[config.mk]
export PLATFORM = sky130hd
export DESIGN_NAME = shp_command_port
export DESIGN_NICKNAME = d
export VERILOG_FILES = /design/src/verilog/shp_pkg.sv /design/src/verilog/shp_command_port.sv
export SDC_FILE = /design/constraint.sdc
export NUM_CORES = 1
export LEC_CHECK = 0
export BUFFER_PORTS_ARGS = -buffer_cell sky130_fd_sc_hd__buf_2
export CORE_UTILIZATION = 25
export DETAILED_ROUTE_END_ITERATION = 7
export GPL_ROUTABILITY_DRIVEN = 0
export PLACE_DENSITY = 0.37
export SKIP_LAST_GASP = 1
export SLEW_MARGIN = 20
export SYNTH_ARGS = -nofsm -noshare
export SYNTH_HDL_FRONTEND = slang
export SYNTH_SLANG_ARGS = --single-unit
export TNS_END_PERCENT = 100
[constraint.sdc]
create_clock -name clk -period 2.1 [get_ports clk]
set_input_delay 0.42 -clock clk [delete_from_list [all_inputs] [get_ports clk]]
set_output_delay 0.42 -clock clk [all_outputs]
set_load 0.02 [all_outputs]
[src/verilog/shp_pkg.sv]
`default_nettype none
package shp_pkg;

    ////////////////////////////////////////////////////////////////////////
    // Constants

    // Fixed low nibble of the two-wire slave address
    localparam logic [3:0] SHP_ADDR_LOW = 4'h5;
    // Command that refreshes the readable status snapshot
    localparam logic [7:0] SHP_SNAPSHOT_CMD = 8'hb0;
    // Status byte field positions
    localparam int SHP_BUSY_BIT = 5;
    localparam int SHP_READY_BIT = 0;
    // Bit index of the last bit of a byte
    localparam logic [2:0] SHP_LAST_BIT = 3'h7;
    // Status byte while idle: both flags high
    localparam logic [7:0] SHP_STATUS_IDLE = 8'h21;

    ////////////////////////////////////////////////////////////////////////
    // Types

    // Two-wire slave phases
    typedef enum logic [2:0] {
        I2C_IDLE,
        I2C_ADDR,
        I2C_ACK,
        I2C_WRITE,
        I2C_READ,
        I2C_READ_ACK
    } shp_i2c_phase_t;

    // Three-wire port state
    typedef struct packed {
        logic [2:0] bitCount;
        logic [7:0] shiftIn;
        logic [7:0] shiftOut;
        logic dataOut;
        logic dataOutEn;
    } shp_serial_t;

    // Two-wire slave state
    typedef struct packed {
        shp_i2c_phase_t phase;
        logic [2:0] bitCount;
        logic [7:0] shiftReg;
        logic firstByte;
        logic readDir;
        logic handover;
        logic sdaOut;
        logic sdaOe;
        logic [7:0] snapshot;
    } shp_i2c_t;

    // Shared command and status state
    typedef struct packed {
        logic [7:0] cmdByte;
        logic cmdValid;
        logic cmdBusyN;
        logic busyN;
        logic readyN;
    } shp_core_t;

endpackage
`default_nettype wire
[src/verilog/shp_command_port.sv]
`timescale 1ns/1ps
`default_nettype none
module shp_command_port import shp_pkg::*; (
    // Clock and reset
    input wire logic clk,
    input wire logic rst_n,
    // Three-wire serial pins
    input wire logic host_select_n,
    input wire logic serialClk,
    input wire logic serialDataIn,
    input wire logic edge_phase_select,
    output logic serialDataOut,
    output logic serialDataOutEn,
    // Two-wire pins, open drain
    input wire logic sclIn,
    input wire logic sdaIn,
    output logic sdaOut,
    output logic sdaOe,
    input wire logic addr_strap_bit_a,
    input wire logic addr_strap_bit_b,
    input wire logic addr_strap_bit_c,
    // Playback core side
    input wire logic playActive,
    input wire logic playStandby,
    input wire logic cmdDone,
    output logic [7:0] cmdByte,
    output logic cmdValid,
    output logic cmd_busy_pin_n,
    output logic activity_flag_n,
    output logic channel_ready_flag_n
);

    ////////////////////////////////////////////////////////////////////////
    // Pin synchronisers

    localparam int NSYNC = 10;

    logic [NSYNC-1:0] pinRaw; // Raw pin levels
    logic [NSYNC-1:0] syncA_reg; // First stage, read only by second
    logic [NSYNC-1:0] syncB_reg; // Safe levels
    logic [NSYNC-1:0] syncC_reg; // Previous safe levels, for edges

    assign pinRaw = {host_select_n, serialClk, serialDataIn, edge_phase_select,
                     sclIn, sdaIn, addr_strap_bit_c, addr_strap_bit_b,
                     addr_strap_bit_a, 1'b0};

    // Two flops per pin, a third for edge finding
    always_ff @(posedge clk or negedge rst_n) begin
        if (!rst_n) begin
            syncA_reg <= '1;
            syncB_reg <= '1;
            syncC_reg <= '1;
        end else begin
            syncA_reg <= pinRaw;
            syncB_reg <= syncA_reg;
            syncC_reg <= syncB_reg;
        end
    end

    logic selN; // Select, synchronised
    logic sckNow; // Serial clock now
    logic sckPrev; // Serial clock one cycle ago
    logic siNow; // Serial data, same delay as clock
    logic phaseSel; // Edge phase select
    logic sclNow;
    logic sclPrev;
    logic sdaNow;
    logic sdaPrev;
    logic [2:0] straps; // c, b, a top down

    assign selN = syncB_reg[9];
    assign sckNow = syncB_reg[8];
    assign sckPrev = syncC_reg[8];
    assign siNow = syncB_reg[7];
    assign phaseSel = syncB_reg[6];
    assign sclNow = syncB_reg[5];
    assign sclPrev = syncC_reg[5];
    assign sdaNow = syncB_reg[4];
    assign sdaPrev = syncC_reg[4];
    assign straps = syncB_reg[3:1];

    ////////////////////////////////////////////////////////////////////////
    // Live status

    shp_core_t core_reg;
    shp_core_t core_next;
    logic [7:0] statusLive; // Status byte from current flags

    // Undefined bits read as zero
    always_comb begin
        statusLive = 8'h00;
        statusLive[SHP_BUSY_BIT] = core_reg.busyN;
        statusLive[SHP_READY_BIT] = core_reg.readyN;
    end

    ////////////////////////////////////////////////////////////////////////
    // Three-wire serial port

    shp_serial_t ser_reg;
    shp_serial_t ser_next;
    logic sckRise;
    logic sckFall;
    logic sampleEdge; // Edge that shifts data in
    logic outEdge; // Edge that moves the status bit
    logic serExec; // Byte complete this cycle
    logic [7:0] serByte;

    assign sckRise = sckNow & ~sckPrev;
    assign sckFall = ~sckNow & sckPrev;
    assign sampleEdge = phaseSel ? sckFall : sckRise;
    assign outEdge = phaseSel ? sckRise : sckFall;

    // Counts clock edges only while selected
    always_comb begin
        ser_next = ser_reg;
        serExec = 1'b0;
        serByte = {ser_reg.shiftIn[6:0], siNow};
        ser_next.dataOutEn = ~selN;
        if (selN) begin
            // Idle: clear count, preload status so MSB is ready at select fall
            ser_next.bitCount = 3'h0;
            ser_next.shiftOut = statusLive;
            ser_next.dataOut = statusLive[7];
        end else begin
            if (sampleEdge) begin
                ser_next.shiftIn = serByte;
                ser_next.bitCount = ser_reg.bitCount + 3'h1;
                serExec = (ser_reg.bitCount == SHP_LAST_BIT);
            end
            if (outEdge) begin
                // Status goes MSB first, zeros after the byte
                ser_next.shiftOut = {ser_reg.shiftOut[6:0], 1'b0};
                ser_next.dataOut = ser_reg.shiftOut[6];
            end
        end
    end

    always_ff @(posedge clk or negedge rst_n) begin
        if (!rst_n) begin
            ser_reg <= '{bitCount: 3'h0, shiftIn: 8'h00, shiftOut: SHP_STATUS_IDLE,
                         dataOut: 1'b0, dataOutEn: 1'b0};
        end else begin
            ser_reg <= ser_next;
        end
    end

    ////////////////////////////////////////////////////////////////////////
    // Two-wire slave

    shp_i2c_t iic_reg;
    shp_i2c_t iic_next;
    logic sclRise;
    logic sclFall;
    logic startCond;
    logic stopCond;
    logic iicExec; // Data byte complete this cycle
    logic [7:0] iicByte;

    // Slow fast-mode edges are many clock cycles apart, so sampling suffices
    assign sclRise = sclNow & ~sclPrev;
    assign sclFall = ~sclNow & sclPrev;
    assign startCond = sclNow & sclPrev & sdaPrev & ~sdaNow;
    assign stopCond = sclNow & sclPrev & ~sdaPrev & sdaNow;

    always_comb begin
        iic_next = iic_reg;
        iicExec = 1'b0;
        iicByte = {iic_reg.shiftReg[6:0], sdaNow};
        iic_next.sdaOut = 1'b0;
        if (startCond) begin
            // Start or repeated start from any phase
            iic_next.phase = I2C_ADDR;
            iic_next.bitCount = 3'h0;
            iic_next.firstByte = 1'b1;
            iic_next.handover = 1'b0;
            iic_next.sdaOe = 1'b0;
        end else if (stopCond) begin
            iic_next.phase = I2C_IDLE;
            iic_next.sdaOe = 1'b0;
        end else begin
            unique case (iic_reg.phase)
                I2C_IDLE: begin
                    iic_next.sdaOe = 1'b0;
                end
                I2C_ADDR, I2C_WRITE: begin
                    if (sclRise) begin
                        iic_next.shiftReg = iicByte;
                        iic_next.bitCount = iic_reg.bitCount + 3'h1;
                        if (iic_reg.bitCount == SHP_LAST_BIT) begin
                            iic_next.handover = 1'b0;
                            if (iic_reg.phase == I2C_ADDR) begin
                                // Wrong address: stay off the bus
                                iic_next.readDir = iicByte[0];
                                iic_next.phase = (iicByte[7:1] == {straps, SHP_ADDR_LOW})
                                               ? I2C_ACK : I2C_IDLE;
                            end else begin
                                iicExec = 1'b1;
                                iic_next.phase = I2C_ACK;
                                iic_next.firstByte = 1'b0;
                                if (iic_reg.firstByte && iicByte == SHP_SNAPSHOT_CMD) begin
                                    iic_next.snapshot = statusLive;
                                end
                            end
                        end
                    end
                end
                I2C_ACK: begin
                    // First fall pulls low, second fall releases for a write or drives the snapshot MSB for a read
                    if (sclFall) begin
                        if (!iic_reg.handover) begin
                            iic_next.sdaOe = 1'b1;
                            iic_next.handover = 1'b1;
                        end else begin
                            iic_next.handover = 1'b0;
                            iic_next.bitCount = 3'h0;
                            if (iic_reg.readDir) begin
                                iic_next.phase = I2C_READ;
                                iic_next.shiftReg = iic_reg.snapshot;
                                iic_next.sdaOe = ~iic_reg.snapshot[7];
                            end else begin
                                iic_next.phase = I2C_WRITE;
                                iic_next.sdaOe = 1'b0;
                            end
                        end
                    end
                end
                I2C_READ: begin
                    if (sclRise) begin
                        iic_next.bitCount = iic_reg.bitCount + 3'h1;
                        if (iic_reg.bitCount == SHP_LAST_BIT) begin
                            iic_next.phase = I2C_READ_ACK;
                        end
                    end
                    if (sclFall && iic_reg.bitCount != 3'h0) begin
                        iic_next.shiftReg = {iic_reg.shiftReg[6:0], 1'b0};
                        iic_next.sdaOe = ~iic_reg.shiftReg[6];
                    end
                end
                I2C_READ_ACK: begin
                    // Master's acknowledge decides whether to resend status
                    if (sclRise) begin
                        if (sdaNow) begin
                            iic_next.phase = I2C_IDLE;
                        end else begin
                            iic_next.handover = 1'b1;
                        end
                    end
                    if (sclFall) begin
                        if (iic_reg.handover) begin
                            iic_next.handover = 1'b0;
                            iic_next.phase = I2C_READ;
                            iic_next.bitCount = 3'h0;
                            iic_next.shiftReg = iic_reg.snapshot;
                            iic_next.sdaOe = ~iic_reg.snapshot[7];
                        end else begin
                            iic_next.sdaOe = 1'b0;
                        end
                    end
                end
                default: begin
                    iic_next.phase = I2C_IDLE;
                    iic_next.sdaOe = 1'b0;
                end
            endcase
        end
    end

    always_ff @(posedge clk or negedge rst_n) begin
        if (!rst_n) begin
            iic_reg <= '{phase: I2C_IDLE, bitCount: 3'h0, shiftReg: 8'h00,
                         firstByte: 1'b0, readDir: 1'b0, handover: 1'b0,
                         sdaOut: 1'b0, sdaOe: 1'b0, snapshot: SHP_STATUS_IDLE};
        end else begin
            iic_reg <= iic_next;
        end
    end

    ////////////////////////////////////////////////////////////////////////
    // Command hand-off and flags

    // Serial wins a same-cycle clash; host pacing on the busy pin avoids it
    always_comb begin
        core_next = core_reg;
        core_next.cmdValid = serExec | iicExec;
        if (serExec) begin
            core_next.cmdByte = serByte;
        end else if (iicExec) begin
            core_next.cmdByte = iicByte;
        end
        // New command wins over a done pulse in the same cycle
        if (serExec || iicExec) begin
            core_next.cmdBusyN = 1'b0;
        end else if (cmdDone) begin
            core_next.cmdBusyN = 1'b1;
        end
        core_next.busyN = ~(~core_reg.cmdBusyN | playActive);
        core_next.readyN = ~(~core_reg.cmdBusyN | playStandby);
    end

    always_ff @(posedge clk or negedge rst_n) begin
        if (!rst_n) begin
            core_reg <= '{cmdByte: 8'h00, cmdValid: 1'b0, cmdBusyN: 1'b1,
                          busyN: 1'b1, readyN: 1'b1};
        end else begin
            core_reg <= core_next;
        end
    end

    ////////////////////////////////////////////////////////////////////////
    // Outputs, all straight from flops

    assign serialDataOut = ser_reg.dataOut;
    assign serialDataOutEn = ser_reg.dataOutEn;
    assign sdaOut = iic_reg.sdaOut;
    assign sdaOe = iic_reg.sdaOe;
    assign cmdByte = core_reg.cmdByte;
    assign cmdValid = core_reg.cmdValid;
    assign cmd_busy_pin_n = core_reg.cmdBusyN;
    assign activity_flag_n = core_reg.busyN;
    assign channel_ready_flag_n = core_reg.readyN;

endmodule // shp_command_port
`default_nettype wire

# --- Yosys cells after proc, flatten, opt, wreduce, memory -nomap -nowiden ---
# Index checks and enable logic that the tools add are counted.
op_classes:
  add_sub_neg: 2
  eq_ne: 35
  n_mux: 60
  bitwise_logic: 26
  n_reduce_logical: 25
op_table:
  columns: ["operator", "n"]
  rows:
  - ["14-bit two-way mux", 5]
  - ["8-bit two-way mux", 6]
  - ["11-bit case mux with 4 select lines", 1]
  - ["4-bit != test (second input constant)", 8]
  - ["1-bit two-way mux", 30]
  - ["3-bit != test (second input constant)", 9]
  - ["3-bit two-way mux", 8]
  - ["2-bit != test (second input constant)", 9]
  - ["17-bit two-way mux", 1]
  - ["3-bit case mux with 5 select lines", 1]
  - ["1-bit NOT", 14]
  - ["7-bit AND reduction", 2]
  - ["2-bit nonzero test", 7]
  - ["3-bit == test (second input constant)", 4]
  - ["6-bit two-way mux", 2]
  - ["11-bit two-way mux", 1]
  - ["10-bit AND reduction", 1]
  - ["5-bit AND reduction", 2]
  - ["1-bit bitwise AND", 9]
  - ["8-bit == test (second input constant)", 1]
  - ["8-bit AND reduction", 1]
  - ["4-bit nonzero test", 2]
  - ["7-bit == test", 1]
  - ["3-bit by 1-bit adder with 3-bit output (second input constant)", 2]
  - ["other kinds (15)", 21]
totals:
  reg_bits: 81
  wordCells: 169

# --- Longest topological paths before layout ---
logic_depth:
  depth_word: 9
  mapped_depth: 8
  depth_no_buf: 7

# --- Worst setup path before layout ---
# Ideal clock, no wire load.
synth_timing:
  path_type: "reg2reg"
  from: "register iic_reg[21] (netlist name)"
  to: "register core_reg (netlist bit cmdByte[0])"
  setup_ns: 0.119
  t_arrival_ns: 1.639
  t_required_ns: 1.981
  slack_ns: 0.342
  path_stages_with_launch: 8
  path_buffers: 1
  period_less_slack_ns: 1.758
  path_cell_list: "dfrtp_1 > ha_1 > ha_1 > nand3b_1 > nor3_1 > buf_1 > mux2i_1 > o21ai_2"
synth_between:
  elab_chain_len: 7
synth_rtl:
  columns: ["item", "line", "rtl"]
  rows:
  - ["start, declared", "shp_command_port.sv:150", "shp_i2c_t iic_reg;"]
  - ["start signal, assigned", "shp_command_port.sv:270", "iic_reg <= '{phase: I2C_IDLE, bitCount: 3'h0, shiftReg: 8'h00,"]
  - ["start signal, assigned", "shp_command_port.sv:274", "iic_reg <= iic_next;"]
  - ["3-bit == test", "shp_command_port.sv:189", "if (iic_reg.bitCount == SHP_LAST_BIT) begin"]
  - ["1-bit two-way mux", "shp_command_port.sv:189", null]
  - ["1-bit two-way mux", "shp_command_port.sv:186", "if (sclRise) begin"]
  - ["1-bit two-way mux", "shp_command_port.sv:181", "unique case (iic_reg.phase)"]
  - ["1-bit two-way mux", "shp_command_port.sv:177", "end else if (stopCond) begin"]
  - ["1-bit two-way mux", "shp_command_port.sv:170", "if (startCond) begin"]
  - ["2-bit nonzero test (no line)", null, null]
  - ["end signal, assigned", "shp_command_port.sv:302", "core_reg <= '{cmdByte: 8'h00, cmdValid: 1'b0, cmdBusyN: 1'b1,"]
  - ["end signal, assigned", "shp_command_port.sv:305", "core_reg <= core_next;"]
  - ["end, declared", "shp_command_port.sv:85", "shp_core_t core_reg;"]
# Every way passes these cells.
# A chain may end at the register's enable or synchronous reset.

# --- Final worst setup path ---
layout_timing:
  from: "register iic_reg[25] (netlist name)"
  to: "register iic_reg[10] (netlist name)"
layout_between:
  elab_chain_len: 5
layout_rtl:
  columns: ["item", "line"]
  rows:
  - ["3-bit by 1-bit == test with 1-bit output or 3-bit by 2-bit == test with 1-bit output (tied branches)", "shp_command_port.sv:181"]
  - ["2-bit OR reduction", "shp_command_port.sv:181"]
  - ["1-bit case mux with 3 select lines", "shp_command_port.sv:181"]
  - ["14-bit two-way mux", "shp_command_port.sv:177"]
  - ["1-bit two-way mux", "shp_command_port.sv:170"]
# Several ways; a longest one is shown, not always the timed one. The select of a mux whose other input is x is not followed.

==> metrics.sh <==
OUTCOME='finished, final reports clean'
FINALHOLDWORSTSLACK_PS=16.4
PLACE_HPWL_UM=5260
TRITONCTS.NUM_BUFFERS=9
ROUTED_VIA_DENSITY=4.50
FINAL_MAX_SLEW_VIOLS=0
WORST_EP_REQUIRED_TIME_PS=2330
CRITPATHSLOWESTCELL='sky130_fd_sc_hd__dfrtp_1'
CRIT-REG2REG-CAPTURE='iic_reg[10]'
ROUTED_WL_MET2_UM=3530
CTS_SETUP_BUFFERS=0
SETUP.WORST_PATH.CLASS='flip-flop to flip-flop'
HOLD_BUFFERS=0
CTS.ROOT.BUFFER_CELL='sky130_fd_sc_hd__clkbuf_16'
CRITICAL_PATH.ENDPOINT_TYPE='flip-flop'
ENDPOINT='iic_reg[10]'
DRT_ITER0_DRCS=57
SYNTHESIS.AREA_PER_INSTANCE_UM2=11.3
CTS.CLK_SLEW.WORST_PATHS_PS=60
YS_FF_LATCH=71
CTS_BUFFER_DEPTH=2
GRTUSAGETOTAL_PCT=11.7
INSERTEDDIODECOUNT=0
NETS=356
NUMBER_OF_GLOBAL_ROUTE_VIAS_BEFORE_REPAIR=2411
YOSYS.CELL_TYPES.COUNT=59
CHIPWIDTH_UM=119
ROUTED_WIRE_LENGTH_PER_INSTANCE_UM=14.6
CRIT_ARRIVAL_PS=2100
CLOCK_LATENCY_PS=330
MET3ROUTEDLENGTH_UM=275
WORST-SLEW-PIN-TRANSITION_PS=562
CRIT-REG2REG-LAUNCH='iic_reg[25]'
FINALCOREUTILIZATION_PCT=30.7
MAXSLEWHEADROOM_PCT=62.4
FINAL.MIN_CLOCK_PERIOD_PS=1870
FLOW.AREA_GROWTH_FROM_SYNTHESIS_PCT=19.8
WORSTPATHCELLLIST='or3b_4 -> o21ai_1 -> a21oi_1 -> or4_1 -> o311ai_1'
DIE-HEIGHT_UM=119
ASYNC_FLOP_SHARE_PCT=100
SEQUENTIAL_AREA_SHARE_AFTER_SYNTHESIS_PCT=53.3
REMAINING_DRC_ERRORS=0
GRT_START_MAX_NET_PINS=31
HIGHEST_LAYER='met4'
SYNTHESIS.AREA_UM2=3400
CLOCK.FMAX_MHz=534
YS.WARNINGS.COUNT=0
LARGEST_REGISTER_FF_COUNT=11
CTS_SINKS=71
POST_CTS.RESIZED_INSTANCES=0
FINAL-HOLD-VIOLATION-COUNT=0
FP-ROW-COUNT=42
ROUTE.LAYER.MET1.WL_UM=3660
NUMBER_OF_OPTIMIZATION_ITERATIONS_IN_THE_FIRST_DETAILED_ROUTE_PASS=5
CTS.HTREE.LEVELS=3
ROUTE.FINAL.WIRE_LENGTH_UM=7550
GRT_OVERFLOW=0
CTS_TREE='built'
MIN-DELAY-PATH-CLASS='input pin to asynchronous set/reset pin'
SYN_NETS=319
NUMBER_OF_NETS_WITH_ANTENNA_VIOLATIONS_AFTER_ROUTING=0
ANTENNA_FOUND_INITIAL=0
VIAS=2331
CRIT_START='iic_reg[25]'
DIE-AREA_UM2=14100
FIN_SKEW_PS=7.43
R2R_CELLS=5
GRT_FIRST_PASS_WIRELENGTH_UM=12700
MAX_FANOUT_ON_CRITICAL_PATH=12
CORE-AREA_UM2=13200
GRT_SETUP_UNREPAIRED='false'
FF2FF_SETUP_SLACK_PS=230
PERIOD_SHARE_PCT=89.1
FINALSETUPVIOLATIONS=0
SYNTH_FLOP_CELL='sky130_fd_sc_hd__dfrtp_1'
POSTSYNTHCELLCOUNT=300
VDD.IR_DROP.WORST_mV=0.272
SETUP_TNS_PS=0
POWER_LEAKAGE_uW=0.00171
IO-PIN-COUNT=30
CAP_VIOLATIONS=0
POWER.DENSITY_CELL_AREA_nW_PER_UM2=813
SYNTH_EDF_COUNT=0
SLOWEST_DELAY_PS=540
DRIVE_GT1_SHARE_PCT=33.3
NUMPORTBUFFERS=28
INITIAL_CORE_UTIL_PCT=25.7
TIMING.CRITICAL_PATH.FROM_TYPE='flip-flop'
-- where the power goes --
group          internal, uW  switching, uW  leakage [uW]
logic                   128            131      0.000700
registers              1500           98.4      0.000874
clock network           897            558      0.000135
-- critical path, delay by kind of cell, from the launching register on --
family / cells / cell delay, ps
DFF: 1 / 540
and+or+nand+nor: 2 / 940
AOI/OAI and AO/OA: 3 / 290
-- cells in the mapped netlist (2+ instances only) --
| library cell | instances | area share, % |
|---|---|---|
| sky130_fd_sc_hd__o21ai_1 | 2 | 0.29 |
| sky130_fd_sc_hd__nor3_1 | 4 | 0.59 |
| sky130_fd_sc_hd__buf_6 | 4 | 1.3 |
| sky130_fd_sc_hd__buf_2 | 4 | 0.59 |
| sky130_fd_sc_hd__a22o_1 | 2 | 0.52 |
| sky130_fd_sc_hd__mux2_1 | 2 | 0.66 |
| sky130_fd_sc_hd__o21ai_0 | 11 | 1.6 |
| sky130_fd_sc_hd__nand2_2 | 9 | 1.7 |
| sky130_fd_sc_hd__or4_1 | 2 | 0.44 |
| sky130_fd_sc_hd__nor2_1 | 20 | 2.2 |
| sky130_fd_sc_hd__nand4_1 | 2 | 0.37 |
| sky130_fd_sc_hd__o21a_1 | 2 | 0.44 |
| sky130_fd_sc_hd__nand3b_1 | 6 | 1.3 |
| sky130_fd_sc_hd__xor2_1 | 3 | 0.77 |
| sky130_fd_sc_hd__dfrtp_1 | 43 | 32 |
| sky130_fd_sc_hd__o21ai_2 | 9 | 2.3 |
| sky130_fd_sc_hd__dfstp_2 | 28 | 22 |
| sky130_fd_sc_hd__nor2b_1 | 5 | 0.92 |
| sky130_fd_sc_hd__o22ai_1 | 3 | 0.55 |
| sky130_fd_sc_hd__ha_1 | 5 | 1.8 |
| sky130_fd_sc_hd__nor3b_1 | 2 | 0.44 |
| sky130_fd_sc_hd__or2_1 | 2 | 0.37 |
| sky130_fd_sc_hd__nand2_1 | 26 | 2.9 |
| sky130_fd_sc_hd__mux2i_1 | 27 | 8.0 |
| sky130_fd_sc_hd__a211oi_1 | 2 | 0.44 |
| sky130_fd_sc_hd__or3b_4 | 2 | 0.66 |
| sky130_fd_sc_hd__inv_1 | 14 | 1.5 |
| sky130_fd_sc_hd__clkbuf_1 | 4 | 0.44 |
| sky130_fd_sc_hd__nand2b_1 | 6 | 1.1 |
| sky130_fd_sc_hd__xnor2_1 | 2 | 0.52 |
| sky130_fd_sc_hd__a22oi_1 | 2 | 0.44 |
| sky130_fd_sc_hd__a222oi_1 | 3 | 0.88 |
| sky130_fd_sc_hd__a21oi_1 | 9 | 1.3 |
| sky130_fd_sc_hd__mux2_2 | 8 | 2.7 |
-- cells by family (layout without fill, tap and decap cells) --
kind of cell             after synthesis  count (layout)  share of synthesized area [%]
other                                  1               1                          0.110
adder cells (fa/ha/maj)                5               5                           1.84
flip-flops                            71              71                           53.3
multiplexers                          37              37                           11.3
AO/OA/AOI/OAI                         57              57                           12.6
AND/OR/NAND/NOR                       95              95                           14.8
XOR/XNOR                               5               5                           1.29
buffers and inverters                 29              71                           4.68
-- per-layer routing --
layer	vias up	track usage, %
met5	-	0
met1	1147	15.6
met4	0	4.91
met3	7	2.80
li1	1126	-
met2	51	18.0
-- worst min path at each step --
stage / start / endpoint / cells after the start
global route: rst_n / ser_reg[5] / 1
floorplan: rst_n / cmdByte[0] / 0
CTS: rst_n / ser_reg[5] / 1
global placement: syncA_reg[9] / syncB_reg[9] / 0
finish: rst_n / ser_reg[5] / 1
detailed placement: syncA_reg[7] / syncB_reg[7] / 0
-- layout by cell type, fill, tap and decap left out, drive strengths merged, types with 3 or more instances in the layout --
cell    synthesis  routed
dfrtp          43      43
buf            11      41
nand2          35      35
dfstp          28      28
mux2i          27      27
o21ai          22      22
nor2           20      20
inv            14      14
clkbuf          4      14
a21oi          10      10
mux2           10      10
nand3b          6       6
nand2b          6       6
nor2b           5       5
ha              5       5
nor3            4       4
a222oi          3       3
xor2            3       3
o22ai           3       3
-- cell type report --
cell class / instances / area [um2]
sequential: 71 / 1810
clock buffer: 14 / 274
inverter: 14 / 52.6
timing repair buffer: 41 / 265
multi-input combinational: 200 / 1430
tap: 176 / 220
clock inverter: 2 / 15.0
fill: 1388 / 9170
-- through the flow --
stage	setup WS (ps)	instance area, um2	total power [uW]	cells
global route	91.0	4070	3470	518
finish	229	4070	3310	518
global placement	268	3780	1880	502
CTS	247	4070	3390	518
floorplan	342	3400	1770	300
detailed placement	249	3780	1880	502
Power figures use the tool's default switching activity.
